**src/hw/alu_exec_regs.svh**
```systemverilog
// constants for the alu and branch execution unit
`ifndef ALU_EXEC_REGS_SVH
`define ALU_EXEC_REGS_SVH
`define FLAG_C 0
`define FLAG_Z 1
`define FLAG_N 2
`define FLAG_V 3
`define FLAG_S 4
`define FLAG_H 5
`define FLAG_T 6
`define FLAG_I 7
`define CYC_ONE 2'd1
`define CYC_TWO 2'd2
`define CYC_THREE 2'd3
`define CYC_EXIT 3'd4
`define FF_MASK 8'hff
`define PC_RESET 16'h0000
`define SP_RESET 8'hff
`endif

```
**src/hw/alu_exec_pkg.sv**
```systemverilog
// types for the alu and branch execution unit
package alu_exec_pkg;
   typedef enum logic [4:0] {
      op_nop, op_plus_regs, op_plus_carry, op_word_imm_plus, op_minus_regs, op_minus_imm,
      op_minus_regs_borrow, op_minus_imm_borrow, op_word_imm_minus, op_and_regs, op_mask_imm,
      op_or_regs, op_union_imm, op_set_mask_bits, op_clear_mask_bits, op_zero_minus_test,
      op_jump_via_pointer, op_call_via_pointer, op_rel_call, op_sub_exit, op_irq_exit,
      op_skip_if_equal, op_compare_imm, op_compare_with_borrow, op_skip_reg_bit_low,
      op_skip_reg_bit_high, op_skip_io_bit_low, op_skip_io_bit_high, op_branch_flag_set
   } op_t;
   typedef struct packed {
      op_t         op;
      logic [7:0]  dst;      // destination or low byte of pair
      logic [7:0]  dst_hi;   // high byte of pair
      logic [7:0]  src_reg;  // source register value
      logic [7:0]  imm;      // constant, or bit number in [2:0], flag in [2:0]
      logic [7:0]  io_val;   // io register value for io bit skips
      logic [11:0] rel;      // signed relative offset k
      logic [15:0] z_ptr;    // Z pointer pair
      logic        next_two; // following instruction is two words
   } instr_t;
   typedef struct packed {
      logic [7:0] lo;
      logic [7:0] hi;
      logic       wr_lo;
      logic       wr_hi;
   } result_t;
endpackage : alu_exec_pkg

```
**src/hw/alu_branch_exec_unit.sv**
```systemverilog
// execution unit for alu, jump, call, compare, skip and branch operations
`timescale 1ns/100ps
`include "alu_exec_regs.svh"
module alu_branch_exec_unit
   import alu_exec_pkg::*;
#(
   parameter int STACK_DEPTH = 16
)
(
   input  wire logic        core_clk_in,
   input  wire logic        rst_n_in,
   input  wire logic        start_in,      // issue one instruction
   input  wire instr_t      instr_in,
   output logic             busy_out,      // multi-cycle instruction in progress after issue
   output logic             done_out,      // one-cycle pulse at completion
   output result_t          result_out,    // register write-back
   output logic      [7:0]  flags_out,     // status_flags_reg
   output logic      [15:0] pc_out,
   output logic             stack_err_out  // overflow or underflow of return stack
);
   localparam int SP_W = $clog2(STACK_DEPTH);

   // refuse depths that the pointer width or the full test cannot serve
   if (STACK_DEPTH < 2 || STACK_DEPTH > 256)
   begin : depth_check_g
      $error("STACK_DEPTH must lie between 2 and 256");
   end

   typedef enum logic [1:0] {st_idle, st_wait} state_t;

   state_t           state_r;
   logic      [2:0]  cnt_r;
   logic      [15:0] pc_r;
   logic      [7:0]  flags_r;
   result_t          result_r;
   logic             busy_r;
   logic             done_r;
   logic             err_r;
   logic      [15:0] stack_mem [STACK_DEPTH];
   logic [SP_W:0]    sp_r;

   logic      [7:0]  alu_res;
   logic      [7:0]  alu_flags;
   logic             alu_wr;
   logic      [2:0]  cycles;
   logic      [15:0] target;
   logic             skip;
   logic      [16:0] word_sum;
   logic      [15:0] pair;
   logic      [7:0]  flags_nxt;
   logic             push;
   logic             pop;
   logic      [15:0] pc_seq;
   logic      [15:0] rel_ext;

   alu_flag_calc alu_flag_calc_i (
      .op_in     (instr_in.op),
      .a_in      (instr_in.dst),
      .b_in      ((instr_in.op == op_plus_regs || instr_in.op == op_plus_carry ||
                   instr_in.op == op_minus_regs || instr_in.op == op_minus_regs_borrow ||
                   instr_in.op == op_and_regs || instr_in.op == op_or_regs ||
                   instr_in.op == op_compare_with_borrow) ? instr_in.src_reg : instr_in.imm),
      .flags_in  (flags_r),
      .res_out   (alu_res),
      .flags_out (alu_flags),
      .write_out (alu_wr)
   );

   assign pair    = {instr_in.dst_hi, instr_in.dst};
   assign pc_seq  = pc_r + 16'h0001;
   assign rel_ext = {{4{instr_in.rel[11]}}, instr_in.rel};

   // word arithmetic on the high:low pair; only the low six bits of K reach the adder
   always_comb
   begin
      if (instr_in.op == op_word_imm_minus)
         word_sum = {1'b0, pair} - {11'h000, instr_in.imm[5:0]};
      else
         word_sum = {1'b0, pair} + {11'h000, instr_in.imm[5:0]};
   end

   // decode: cycle count, next pc, skip decision, flags and stack use
   always_comb
   begin
      cycles    = 3'(`CYC_ONE);
      target    = pc_seq;
      skip      = 1'b0;
      flags_nxt = alu_flags;
      push      = 1'b0;
      pop       = 1'b0;
      case (instr_in.op)
         op_word_imm_plus, op_word_imm_minus:
         begin
            cycles = 3'(`CYC_TWO);
            flags_nxt[`FLAG_Z] = (word_sum[15:0] == 16'h0000);
            flags_nxt[`FLAG_N] = word_sum[15];
            flags_nxt[`FLAG_C] = word_sum[16];
            flags_nxt[`FLAG_V] = (instr_in.op == op_word_imm_plus) ? (~pair[15] & word_sum[15])
                                                                    : (pair[15] & ~word_sum[15]);
            flags_nxt[`FLAG_S] = word_sum[15] ^ flags_nxt[`FLAG_V];
         end
         op_jump_via_pointer:
         begin
            cycles = 3'(`CYC_TWO);
            target = instr_in.z_ptr;
         end
         op_call_via_pointer:
         begin
            cycles = 3'(`CYC_THREE);
            target = instr_in.z_ptr;
            push   = 1'b1;
         end
         op_rel_call:
         begin
            cycles = 3'(`CYC_THREE);
            target = pc_seq + rel_ext;
            push   = 1'b1;
         end
         op_sub_exit, op_irq_exit:
         begin
            cycles = `CYC_EXIT;
            pop    = 1'b1;
            target = (sp_r != '0) ? stack_mem[SP_W'(sp_r - 1'b1)] : pc_seq;
            if (instr_in.op == op_irq_exit)
               flags_nxt[`FLAG_I] = 1'b1;
         end
         op_skip_if_equal:
            skip = (instr_in.dst == instr_in.src_reg);
         op_skip_reg_bit_low:
            skip = !instr_in.src_reg[instr_in.imm[2:0]];
         op_skip_reg_bit_high:
            skip = instr_in.src_reg[instr_in.imm[2:0]];
         op_skip_io_bit_low:
            skip = !instr_in.io_val[instr_in.imm[2:0]];
         op_skip_io_bit_high:
            skip = instr_in.io_val[instr_in.imm[2:0]];
         op_branch_flag_set:
         begin
            if (flags_r[instr_in.imm[2:0]])
            begin
               cycles = 3'(`CYC_TWO);
               target = pc_seq + rel_ext;
            end
         end
         default:
            cycles = 3'(`CYC_ONE);
      endcase
      // skipped instruction length sets the extra cycles
      if (skip)
      begin
         cycles = instr_in.next_two ? 3'(`CYC_THREE) : 3'(`CYC_TWO);
         target = instr_in.next_two ? pc_r + 16'h0003 : pc_r + 16'h0002;
      end
   end

   // sequencing: multi-cycle ops hold busy and finish after their count
   always_ff @(posedge core_clk_in)
   begin
      if (!rst_n_in)
      begin
         state_r <= st_idle;
         cnt_r   <= 3'h0;
         busy_r  <= 1'b0;
         done_r  <= 1'b0;
      end
      else
      begin
         done_r <= 1'b0;
         case (state_r)
            st_idle:
            begin
               if (start_in)
               begin
                  if (cycles == 3'(`CYC_ONE))
                     done_r <= 1'b1;
                  else
                  begin
                     state_r <= st_wait;
                     busy_r  <= 1'b1;
                     cnt_r   <= cycles - 3'h2;
                  end
               end
            end
            st_wait:
            begin
               if (cnt_r == 3'h0)
               begin
                  state_r <= st_idle;
                  busy_r  <= 1'b0;
                  done_r  <= 1'b1;
               end
               else
                  cnt_r <= cnt_r - 3'h1;
            end
            default:
               state_r <= st_idle;
         endcase
      end
   end

   // architectural effects are applied at issue; done marks when timing allows the next
   always_ff @(posedge core_clk_in)
   begin
      if (!rst_n_in)
      begin
         pc_r        <= `PC_RESET;
         flags_r     <= 8'h00;
         result_r    <= '0;
      end
      else
      begin
         result_r.wr_lo <= 1'b0;
         result_r.wr_hi <= 1'b0;
         if (state_r == st_idle && start_in)
         begin
            pc_r    <= target;
            flags_r <= flags_nxt;
            if (instr_in.op == op_word_imm_plus || instr_in.op == op_word_imm_minus)
            begin
               result_r.lo    <= word_sum[7:0];
               result_r.hi    <= word_sum[15:8];
               result_r.wr_lo <= 1'b1;
               result_r.wr_hi <= 1'b1;
            end
            else if (alu_wr)
            begin
               result_r.lo    <= alu_res;
               result_r.wr_lo <= 1'b1;
            end
         end
      end
   end

   // return address stack
   always_ff @(posedge core_clk_in)
   begin
      if (!rst_n_in)
      begin
         sp_r  <= '0;
         err_r <= 1'b0;
      end
      else if (state_r == st_idle && start_in)
      begin
         if (push)
         begin
            if (sp_r == (SP_W+1)'(STACK_DEPTH))
               err_r <= 1'b1;  // full: the oldest entry would be lost, so refuse
            else
            begin
               stack_mem[SP_W'(sp_r)] <= pc_seq;
               sp_r <= sp_r + 1'b1;
            end
         end
         else if (pop)
         begin
            if (sp_r == '0)
               err_r <= 1'b1;
            else
               sp_r <= sp_r - 1'b1;
         end
      end
   end

   assign busy_out      = busy_r;
   assign done_out      = done_r;
   assign result_out    = result_r;
   assign flags_out     = flags_r;
   assign pc_out        = pc_r;
   assign stack_err_out = err_r;

   // assertions
   one_cycle_ops_a : assert property (@(posedge core_clk_in) disable iff (!rst_n_in)
      (state_r == st_idle && start_in && instr_in.op == op_plus_regs) |=> done_r && !busy_r)
      else $error("register sum did not finish in one cycle");
   word_two_cycle_a : assert property (@(posedge core_clk_in) disable iff (!rst_n_in)
      (state_r == st_idle && start_in && instr_in.op == op_word_imm_plus) |=> busy_r ##1 done_r)
      else $error("word add did not take two cycles");
   word_minus_a : assert property (@(posedge core_clk_in) disable iff (!rst_n_in)
      (state_r == st_idle && start_in && instr_in.op == op_word_imm_minus)
      |=> {result_r.hi, result_r.lo} == $past(pair) - {10'h000, $past(instr_in.imm[5:0])})
      else $error("word subtract result wrong");
   jump_pointer_a : assert property (@(posedge core_clk_in) disable iff (!rst_n_in)
      (state_r == st_idle && start_in && instr_in.op == op_jump_via_pointer)
      |=> pc_r == $past(instr_in.z_ptr) && busy_r ##1 done_r)
      else $error("jump via pointer wrong");
   call_three_a : assert property (@(posedge core_clk_in) disable iff (!rst_n_in)
      (state_r == st_idle && start_in && instr_in.op == op_call_via_pointer)
      |=> busy_r ##1 busy_r ##1 done_r)
      else $error("call via pointer did not take three cycles");
   skip_equal_a : assert property (@(posedge core_clk_in) disable iff (!rst_n_in)
      (state_r == st_idle && start_in && instr_in.op == op_skip_if_equal &&
       instr_in.dst == instr_in.src_reg && !instr_in.next_two)
      |=> pc_r == $past(pc_r) + 16'h0002 && flags_r == $past(flags_r))
      else $error("skip if equal wrong");
   compare_keeps_a : assert property (@(posedge core_clk_in) disable iff (!rst_n_in)
      (state_r == st_idle && start_in && instr_in.op == op_compare_imm) |=> !result_r.wr_lo)
      else $error("compare stored a result");
   branch_taken_a : assert property (@(posedge core_clk_in) disable iff (!rst_n_in)
      (state_r == st_idle && start_in && instr_in.op == op_branch_flag_set &&
       flags_r[instr_in.imm[2:0]]) |=> pc_r == $past(pc_seq + rel_ext) ##1 done_r)
      else $error("flag branch wrong");
   logic_flags_a : assert property (@(posedge core_clk_in) disable iff (!rst_n_in)
      (state_r == st_idle && start_in && instr_in.op == op_mask_imm)
      |=> flags_r[`FLAG_C] == $past(flags_r[`FLAG_C]) && !flags_r[`FLAG_V])
      else $error("logic op touched carry or set overflow");
   irq_exit_a : assert property (@(posedge core_clk_in) disable iff (!rst_n_in)
      (state_r == st_idle && start_in && instr_in.op == op_irq_exit) |=> flags_r[`FLAG_I])
      else $error("interrupt exit did not set I");
   borrow_minus_a : assert property (@(posedge core_clk_in) disable iff (!rst_n_in)
      (state_r == st_idle && start_in && instr_in.op == op_minus_regs_borrow)
      |=> result_r.wr_lo &&
          result_r.lo == $past(instr_in.dst) - $past(instr_in.src_reg) - {7'h00, $past(flags_r[`FLAG_C])})
      else $error("borrow difference result wrong");
   clear_mask_a : assert property (@(posedge core_clk_in) disable iff (!rst_n_in)
      (state_r == st_idle && start_in && instr_in.op == op_clear_mask_bits)
      |=> result_r.wr_lo && result_r.lo == ($past(instr_in.dst) & ~$past(instr_in.imm)))
      else $error("clear mask bits result wrong");
   word_sign_a : assert property (@(posedge core_clk_in) disable iff (!rst_n_in)
      (state_r == st_idle && start_in && instr_in.op == op_word_imm_plus)
      |=> {result_r.hi, result_r.lo} == $past(pair) + {10'h000, $past(instr_in.imm[5:0])} &&
          flags_r[`FLAG_S] == (flags_r[`FLAG_N] ^ flags_r[`FLAG_V]))
      else $error("word add result or sign flag wrong");
   skip_three_a : assert property (@(posedge core_clk_in) disable iff (!rst_n_in)
      (state_r == st_idle && start_in && instr_in.op == op_skip_reg_bit_high &&
       instr_in.src_reg[instr_in.imm[2:0]] && instr_in.next_two)
      |=> pc_r == $past(pc_r) + 16'h0003 && busy_r ##1 busy_r ##1 done_r)
      else $error("two-word skip wrong");
   io_skip_a : assert property (@(posedge core_clk_in) disable iff (!rst_n_in)
      (state_r == st_idle && start_in && instr_in.op == op_skip_io_bit_high &&
       instr_in.io_val[instr_in.imm[2:0]] && !instr_in.next_two)
      |=> pc_r == $past(pc_r) + 16'h0002 && busy_r ##1 done_r)
      else $error("io bit skip wrong");
   branch_idle_a : assert property (@(posedge core_clk_in) disable iff (!rst_n_in)
      (state_r == st_idle && start_in && instr_in.op == op_branch_flag_set &&
       !flags_r[instr_in.imm[2:0]]) |=> pc_r == $past(pc_r) + 16'h0001 && done_r && !busy_r)
      else $error("untaken flag branch wrong");
   call_push_a : assert property (@(posedge core_clk_in) disable iff (!rst_n_in)
      (state_r == st_idle && start_in && instr_in.op == op_call_via_pointer && sp_r == '0)
      |=> sp_r == (SP_W+1)'(1) && stack_mem[0] == $past(pc_r) + 16'h0001)
      else $error("call did not push its return address");
   skip_cover_c : cover property (@(posedge core_clk_in) state_r == st_idle && start_in && skip);
   call_cover_c : cover property (@(posedge core_clk_in) state_r == st_idle && start_in && push);
   exit_cover_c : cover property (@(posedge core_clk_in) state_r == st_idle && start_in && pop && sp_r != '0);
   branch_cover_c : cover property (@(posedge core_clk_in)
      state_r == st_idle && start_in && instr_in.op == op_branch_flag_set && cycles == 3'(`CYC_TWO));
   err_cover_c : cover property (@(posedge core_clk_in) state_r == st_idle && start_in && pop && sp_r == '0);
endmodule : alu_branch_exec_unit

```
**src/hw/alu_flag_calc.sv**
```systemverilog
// 8-bit arithmetic and logic with flag generation
`timescale 1ns/100ps
`include "alu_exec_regs.svh"
module alu_flag_calc
   import alu_exec_pkg::*;
(
   input  wire op_t        op_in,
   input  wire logic [7:0] a_in,
   input  wire logic [7:0] b_in,
   input  wire logic [7:0] flags_in,
   output logic      [7:0] res_out,
   output logic      [7:0] flags_out,
   output logic            write_out
);
   logic [8:0] sum;
   logic [4:0] half;
   logic       cin;
   logic       is_sub;
   logic       is_logic;
   logic       keep_z;
   // one shared adder serves sums, differences and compares
   always_comb
   begin
      cin      = 1'b0;
      is_sub   = 1'b0;
      is_logic = 1'b0;
      keep_z   = 1'b0;
      write_out = 1'b1;
      sum      = 9'h000;
      half     = 5'h00;
      res_out  = a_in;
      case (op_in)
         op_plus_regs, op_plus_carry:
         begin
            cin  = (op_in == op_plus_carry) ? flags_in[`FLAG_C] : 1'b0;
            sum  = {1'b0, a_in} + {1'b0, b_in} + {8'h00, cin};
            half = {1'b0, a_in[3:0]} + {1'b0, b_in[3:0]} + {4'h0, cin};
            res_out = sum[7:0];
         end
         op_minus_regs, op_minus_imm, op_minus_regs_borrow, op_minus_imm_borrow, op_compare_imm,
         op_compare_with_borrow:
         begin
            is_sub = 1'b1;
            cin    = (op_in == op_minus_regs_borrow || op_in == op_minus_imm_borrow ||
                      op_in == op_compare_with_borrow) ? flags_in[`FLAG_C] : 1'b0;
            keep_z = (cin == 1'b1) || (op_in == op_compare_with_borrow);
            sum    = {1'b0, a_in} - {1'b0, b_in} - {8'h00, cin};
            half   = {1'b0, a_in[3:0]} - {1'b0, b_in[3:0]} - {4'h0, cin};
            res_out = sum[7:0];
            write_out = !(op_in == op_compare_imm || op_in == op_compare_with_borrow);
         end
         op_and_regs, op_mask_imm:
         begin
            is_logic = 1'b1;
            res_out  = a_in & b_in;
         end
         op_or_regs, op_union_imm, op_set_mask_bits:
         begin
            is_logic = 1'b1;
            res_out  = a_in | b_in;
         end
         op_clear_mask_bits:
         begin
            is_logic = 1'b1;
            res_out  = a_in & (`FF_MASK - b_in);
         end
         op_zero_minus_test:
         begin
            is_logic = 1'b1;
            res_out  = a_in & a_in;
         end
         default:
            write_out = 1'b0;
      endcase
   end
   // flag update; logic ops touch only Z, N and V
   always_comb
   begin
      flags_out = flags_in;
      if (is_logic)
      begin
         flags_out[`FLAG_Z] = (res_out == 8'h00);
         flags_out[`FLAG_N] = res_out[7];
         flags_out[`FLAG_V] = 1'b0;
      end
      else if (write_out || op_in == op_compare_imm || op_in == op_compare_with_borrow)
      begin
         // borrow forms with carry in set, and compare with borrow, keep Z clear when the upper byte chain is nonzero
         flags_out[`FLAG_Z] = keep_z ? ((res_out == 8'h00) & flags_in[`FLAG_Z]) : (res_out == 8'h00);
         flags_out[`FLAG_C] = sum[8];
         flags_out[`FLAG_N] = res_out[7];
         flags_out[`FLAG_H] = half[4];
         flags_out[`FLAG_V] = is_sub ? ((a_in[7] ^ b_in[7]) & (a_in[7] ^ res_out[7]))
                                     : (~(a_in[7] ^ b_in[7]) & (a_in[7] ^ res_out[7]));
      end
   end
endmodule : alu_flag_calc

```
**config.mk**
```make
export PLATFORM = sky130hd
export DESIGN_NAME = alu_branch_exec_unit
export DESIGN_NICKNAME = d
export VERILOG_FILES = /design/src/hw/alu_exec_pkg.sv /design/src/hw/alu_branch_exec_unit.sv /design/src/hw/alu_flag_calc.sv
export VERILOG_INCLUDE_DIRS = /design/src /design/src/hw
export SDC_FILE = /design/constraint.sdc
export NUM_CORES = 1
export LEC_CHECK = 0
export ABC_CLOCK_PERIOD_IN_PS = 12200
export CORE_ASPECT_RATIO = 1.1
export CORE_UTILIZATION = 50
export DETAILED_ROUTE_END_ITERATION = 7
export DONT_BUFFER_PORTS = 1
export PLACE_DENSITY = 0.76
export SETUP_SLACK_MARGIN = 0.3
export SLEW_MARGIN = 40
export SYNTH_ARGS = -nofsm -noshare
export SYNTH_HDL_FRONTEND = slang
export SYNTH_HIERARCHICAL = 1
export SYNTH_SLANG_ARGS = --single-unit
```
**constraint.sdc**
```tcl
create_clock -name core_clk_in -period 12.2 [get_ports core_clk_in]
set_input_delay 2.44 -clock core_clk_in [delete_from_list [all_inputs] [get_ports core_clk_in]]
set_output_delay 2.44 -clock core_clk_in [all_outputs]
set_load 0.005 [all_outputs]
```
* Yosys cells after proc, flatten, opt, wreduce, memory -nomap -nowiden
Memory sizes are Yosys's and may differ from the RTL's. Index checks and enable logic that the tools add are counted. W data, S select, Z words.
Word-level totals: register bits 54, memory bits (writable) 256, bits of input ports 77, output and inout bits 45, logic and storage cells 216, memories kept 1
Cells by class: add/sub/neg operators 19, magnitude comparators 1, equality and inequality tests 40, muxes and demuxes 70, bitwise gates (word level) 16, reduce and logical (&&, ||, !) cells 53
Memory list:
- stack_mem | words 16, bits a word 16, read ports 1, clocked after memory_dff 0, wr ports 1, line alu_branch_exec_unit.sv:39 | logic [15:0] stack_mem [STACK_DEPTH];
Operator list (number):
- $eq A5 B5 Y1 const B | 14
- $mux W16 | 4
- $pmux W16 S4 | 1
- $pmux W8 S6 | 1
- $eq A5 B4 Y1 const B | 8
- $mux W1 | 33
- $add A16 B2 Y16 const B | 2
- $and A8 B8 Y8 | 3
- $mux W8 | 3
- $eq A5 B3 Y1 const B | 4
- $mux W5 | 4
- $pmux W9 S2 | 1
- $add A16 B6 Y17 | 1
- $mux W17 | 1
- $sub A16 B6 Y17 | 1
- $add A16 B1 Y16 const B | 1
- $add A16 B16 Y16 | 1
- $logic_not A16 Y1 | 1
- $reduce_and A4 Y1 | 4
- $mux W3 | 5
- $ne A2 B2 Y1 const B | 7
- $logic_or A1 B1 Y1 | 13
- $pmux W3 S4 | 1
- $reduce_and A3 Y1 | 4
- other kinds (47) | 81

* Longest topological paths before layout
depth after elaboration 17, gate-level depth with buffers 23

* Hierarchy
Netlist, hierarchy kept.
Modules (own cells, without submodules):
- alu_branch_exec_unit | instances 1, cells each 1174, area each 15437.3 um^2, sequential area each 8748.4 um^2
- alu_flag_calc | instances 1, cells each 261, area each 1776.7 um^2, sequential area each 0.0 um^2

* Worst setup path after synthesis
OpenSTA, ideal clock, no wires.
path type in2reg, from input port instr_in[72] (netlist name), to register flags_r[1] (netlist: flags_out[1]), library setup time 96 ps, data arrival time 6559 ps, setup slack 5546 ps, stages 22, path buffers 2, cell sequence clkbuf_1 nor2b_1 nor2_1 a21oi_1 o22ai_1 clkbuf_1 nand2_1 o21ai_0 inv_1 fa_1 fa_1 o21a_1 nor2_1 xor2_1 o22ai_1 a211o_1 or4_1 o32ai_1 nand3_1 nand2_1 nand2_1 o41ai_2
Between the ends: word-level cells in the longest chain between the ends 17
RTL lines:
- start, declared | line alu_branch_exec_unit.sv:13 | input wire instr_t instr_in,
- $eq A5 B1 Y1 / $eq A5 B2 Y1 (equally long branches)
- $logic_or A1 B1 Y1 (2 in series) | line alu_branch_exec_unit.sv:59 | .b_in ((instr_in.op == op_plus_regs || instr_in.op == op_plus_carry ||
- $logic_or A1 B1 Y1 (2 in series) | line alu_branch_exec_unit.sv:60 | instr_in.op == op_minus_regs || instr_in.op == op_minus_regs_borrow ||
- $logic_or A1 B1 Y1 (2 in series) | line alu_branch_exec_unit.sv:61 | instr_in.op == op_and_regs || instr_in.op == op_or_regs ||
- $mux W8 | line alu_branch_exec_unit.sv:62 | instr_in.op == op_compare_with_borrow) ? instr_in.src_reg : instr_in.imm),
- $sub A8 B8 Y9 (tied with other cells) | line alu_flag_calc.sv:47 | sum = {1'b0, a_in} - {1'b0, b_in} - {8'h00, cin};
- $sub A9 B1 Y9 (tied with other cells) | line alu_flag_calc.sv:47
- $pmux W8 S6 (*) | line alu_flag_calc.sv:32 | case (op_in)
- net alu_res[4] | line alu_branch_exec_unit.sv:42 | logic [7:0] alu_res;
- $logic_not A8 Y1 (*) | line alu_flag_calc.sv:82, alu_flag_calc.sv:89
- $and A1 B1 Y1 | line alu_flag_calc.sv:89 | flags_out[`FLAG_Z] = keep_z ? ((res_out == 8'h00) & flags_in[`FLAG_Z]) : (res_out == 8'h00);
- $mux W1 | line alu_flag_calc.sv:89
- $mux W4 | line alu_flag_calc.sv:86 | else if (write_out || op_in == op_compare_imm || op_in == op_compare_with_borrow)
- $mux W3 (*) | line alu_flag_calc.sv:80 | if (is_logic)
- net alu_flags[1] | line alu_branch_exec_unit.sv:43 | logic [7:0] alu_flags;
- $mux W4 (*) | line alu_branch_exec_unit.sv:91 | case (instr_in.op)
- end signal, assigned | line alu_branch_exec_unit.sv:217 | flags_r <= flags_nxt;
- end, declared | line alu_branch_exec_unit.sv:34 | logic [7:0] flags_r;
The timed path passes the listed nets; every way through them passes the cells marked *. The select of a mux whose other input is x is not followed. A chain may end at the register's enable or synchronous reset.

* Worst setup path after layout
from input port instr_in[70] (netlist name), to register flags_r[1] (netlist: flags_out[1])
Same word-level chain as after synthesis.

==> results.cfg <==
[run_status]
run_status = finished clean

[final_layout]
stdcell_count = 1894
layout-drive-gt1-share = 0.1343
nNetsFinal = 1592
area_growth_pct = 9.355

[pwr]
p_leak_nw = 6.698
vdd_drop_max_mv = 0.1608
clockPowerShare = 0.398
swShare = 0.2589
combinationalPowerShare = 0.124
total_power_mw = 2.433
seq_power_share = 0.479
p_per_area_nw_per_um2 = 129.3
p_int_mw = 1.803
p_sw_uw = 629.9

[sta]
fin_setup_tns_ns = 0
layout_min_cycle_time_ns = 6.530
max_freq_mhz = 153.2
setup_violations = 0
setup_slack_ns = 5.670
relSlewSlack = 0.3640
fin_crit_sh = 0.5352
worst_pin_slew_ns = 0.9540
finalClockSkew_ns = 0.04347
rsz0062_at_grt = no
hold_viol = 0
hold_ws_ns = 0.4839
slew_violations = 0

[hold_path]
hold_depth = 2
hold_path_class = reg -> reg

[die]
rows = 70
core_um2 = 33540
ios = 122
fp.dieH_um = 196.6
die_w_um = 178.9
die-area_um2 = 35170
initial_utilization = 0.5132

[clock_network]
postCtsSetupRepairBufs = 0
cts_tree = yes
clk-insertion-delay-late_ns = 0.55
post_cts_resized = 0
clk_pin_slew_ns = 0.05
hold_buffers = 0
cts.sinks = 309
root_buffer = clkbuf_16
htreeDepth = 2
cts_buffer_depth = 3
cts_made_buffers = 34

[yosys]
ys_warn_count = 6
syn-num-nets = 1593
postSynth.asyncResetShare = 0
synth.distinct_cells = 79
synth_edf_count = 256
postSynthAreaPerCell_um2 = 12.00
yosysSeqAreaShare = 0.5082
ys_ff_latch = 309
synthFlopType = edfxtp_1
netlist_area_um2 = 17210
syn_inst = 1435

[grt]
use_met1 = 0.3959
globalRouteOverflowTotal = 0
use_met3 = 0.05961
grt-busiest-layer = met2
grt_use_total = 0.2905
grtUsageMet2 = 0.4533
grt_max_degree = 47
grt_first_pass_wirelength_um = 75820
grt_pass1_vias = 12260
antenna_found_initial = 2

[detailed_routing]
drc_errors = 0
vias = 12640
viasPerCell = 6.672
drt_iter0_drc = 1842
first_pass_iters = 6
drt-total-wl_um = 50650
postRouteAntennaNets = 0
routedWlPerCell_um = 26.74

[setup_path]
r2r_cells = 10
cp-start-kind = primary input
cp.arrival_ns = 6.94
end_kind = register
worstPathMaxFanout = 38
crit_type = in -> reg
cp.required_ns = 12.61

[placement]
portBuffers = 0
pre_cts_ws_ns = 5.232
dpl.hpwl_um = 33960
place_inst = 1829
gp_congestion = 0.9716

[run]
drv_cap = 0
power by group through the flow:
| stage | sequential (mW) | combinational (mW) | clock (mW) |
|---|---|---|---|
| finish | 1.16 | 0.301 | 0.968 |
| global route | 1.17 | 0.330 | 1.02 |
| CTS | 1.16 | 0.295 | 0.979 |
| detailed placement | 1.19 | 0.292 | 0 |
| global placement | 1.19 | 0.289 | 0 |
| floorplan | 1.18 | 0.225 | 0 |
kinds of logic after synthesis:
logic type | count (synthesis) | share of synthesized area
simple gates | 379 | 0.1087
buf+inv | 135 | 0.03387
xor+xnor | 74 | 0.03765
mux | 99 | 0.1096
compound gates | 358 | 0.1404
flops | 309 | 0.5082
fa+ha+maj | 81 | 0.06149
final timing paths:
check / startpoint / to / slack (ns)
worst max-delay path: instr_in[70] / flags_out[1] / 5.67
worst min register to register: result_out[2] / result_out[2] / 0.48
worst min-delay path: result_out[2] / result_out[2] / 0.48
worst max register to register: sp_r[0] / pc_out[3] / 7.68
cell type report:
cell class                      instances  area, um2
Inverter                               57      214.0
Sequential cell                       309       8752
Tap cell                              432      540.5
Antenna cell                            3      7.507
Timing Repair Buffer                   41      306.5
Clock inverter                         18      145.1
Clock buffer                           43      904.6
Fill cell                            2690      14720
Multi-Input combinational cell        991       7954
synthesized netlist by cell type, types with 7 or more instances:
library cell	n	share of area
a211oi_1	24	0.010
a21boi_0	13	0.0057
a21o_1	16	0.0070
a21oi_1	92	0.027
a221oi_1	13	0.0066
a222oi_1	8	0.0047
a22o_1	7	0.0036
a22oi_1	7	0.0031
a31oi_1	14	0.0051
buf_2	19	0.0055
clkbuf_1	46	0.010
dfxtp_1	53	0.062
edfxtp_1	256	0.45
ha_1	75	0.055
inv_1	56	0.012
mux2i_1	22	0.013
mux4_2	71	0.093
nand2_1	109	0.024
nand2b_1	13	0.0047
nand3_1	22	0.0064
nand4_1	12	0.0044
nor2_1	95	0.021
nor2b_1	34	0.012
nor3_1	23	0.0067
nor4_1	7	0.0025
o211ai_1	15	0.0065
o21a_1	13	0.0057
o21ai_0	60	0.017
o221ai_1	9	0.0046
o22ai_1	11	0.0040
or3_1	16	0.0058
xnor2_1	38	0.019
xor2_1	36	0.018
worst max-delay path, cell delays in order:
cell and delay (ns):
nor2b_1 0.12, nor2_1 0.09, a21oi_1 0.07, o22ai_1 0.36, buf_2 0.28, nand2_1 0.07, o21ai_0 0.21, inv_1 0.19
fa_1 0.47, fa_1 0.43, o21a_1 0.22, nor2_1 0.19, xor2_1 0.18, o22ai_1 0.10, a211o_1 0.32, or4_1 0.55
o32ai_1 0.32, nand3_1 0.11, nand2_1 0.09, nand2_1 0.06, o41ai_2 0.04
metal layers:
layer  vias up  wire length [um]
met5         -                 0
met4         0              1779
li1       5532                 -
met1      6261             19970
met2       736             23890
met3       107              5013
cell usage in the layout (no fill, tap or decap), types with 7 or more instances in the layout:
| cell type | count |
|---|---|
| nor3_1 | 19 |
| clkbuf_1 | 7 |
| o22ai_1 | 11 |
| buf_4 | 38 |
| dfxtp_1 | 52 |
| mux4_2 | 71 |
| o221ai_1 | 9 |
| a221oi_1 | 13 |
| a222oi_1 | 8 |
| mux2i_1 | 22 |
| nand3_1 | 22 |
| clkbuf_16 | 34 |
| a21o_1 | 16 |
| a21oi_1 | 92 |
| nor2_1 | 93 |
| a22o_1 | 7 |
| o21ai_0 | 60 |
| a21boi_0 | 13 |
| nand2b_1 | 13 |
| xnor2_1 | 37 |
| o21a_1 | 13 |
| a31oi_1 | 14 |
| nor2b_1 | 34 |
| clkinv_1 | 7 |
| xor2_1 | 35 |
| nand2_1 | 109 |
| inv_1 | 56 |
| a22oi_1 | 7 |
| a211oi_1 | 24 |
| or3_1 | 16 |
| ha_1 | 74 |
| nand4_1 | 12 |
| edfxtp_1 | 256 |
| o211ai_1 | 15 |
state kept, by name, summed over array words and instances (netlist names):
register,flops
cnt_r,3
done_out,1
flags_out,8
pc_out,16
result_out,18
sp_r,5
stack_err_out,1
stack_mem,256
state_r,1
stage by stage:
step / util / instance area [um2]
4_1_cts: 0.5606 / 18810
5_1_grt: 0.5611 / 18820
2_1_floorplan: - / 17210
3_5_place_dp: 0.5294 / 17760
6_report: 0.5612 / 18820
3_3_place_gp: 0.5288 / 17740
(Power assumes the default switching activity.)
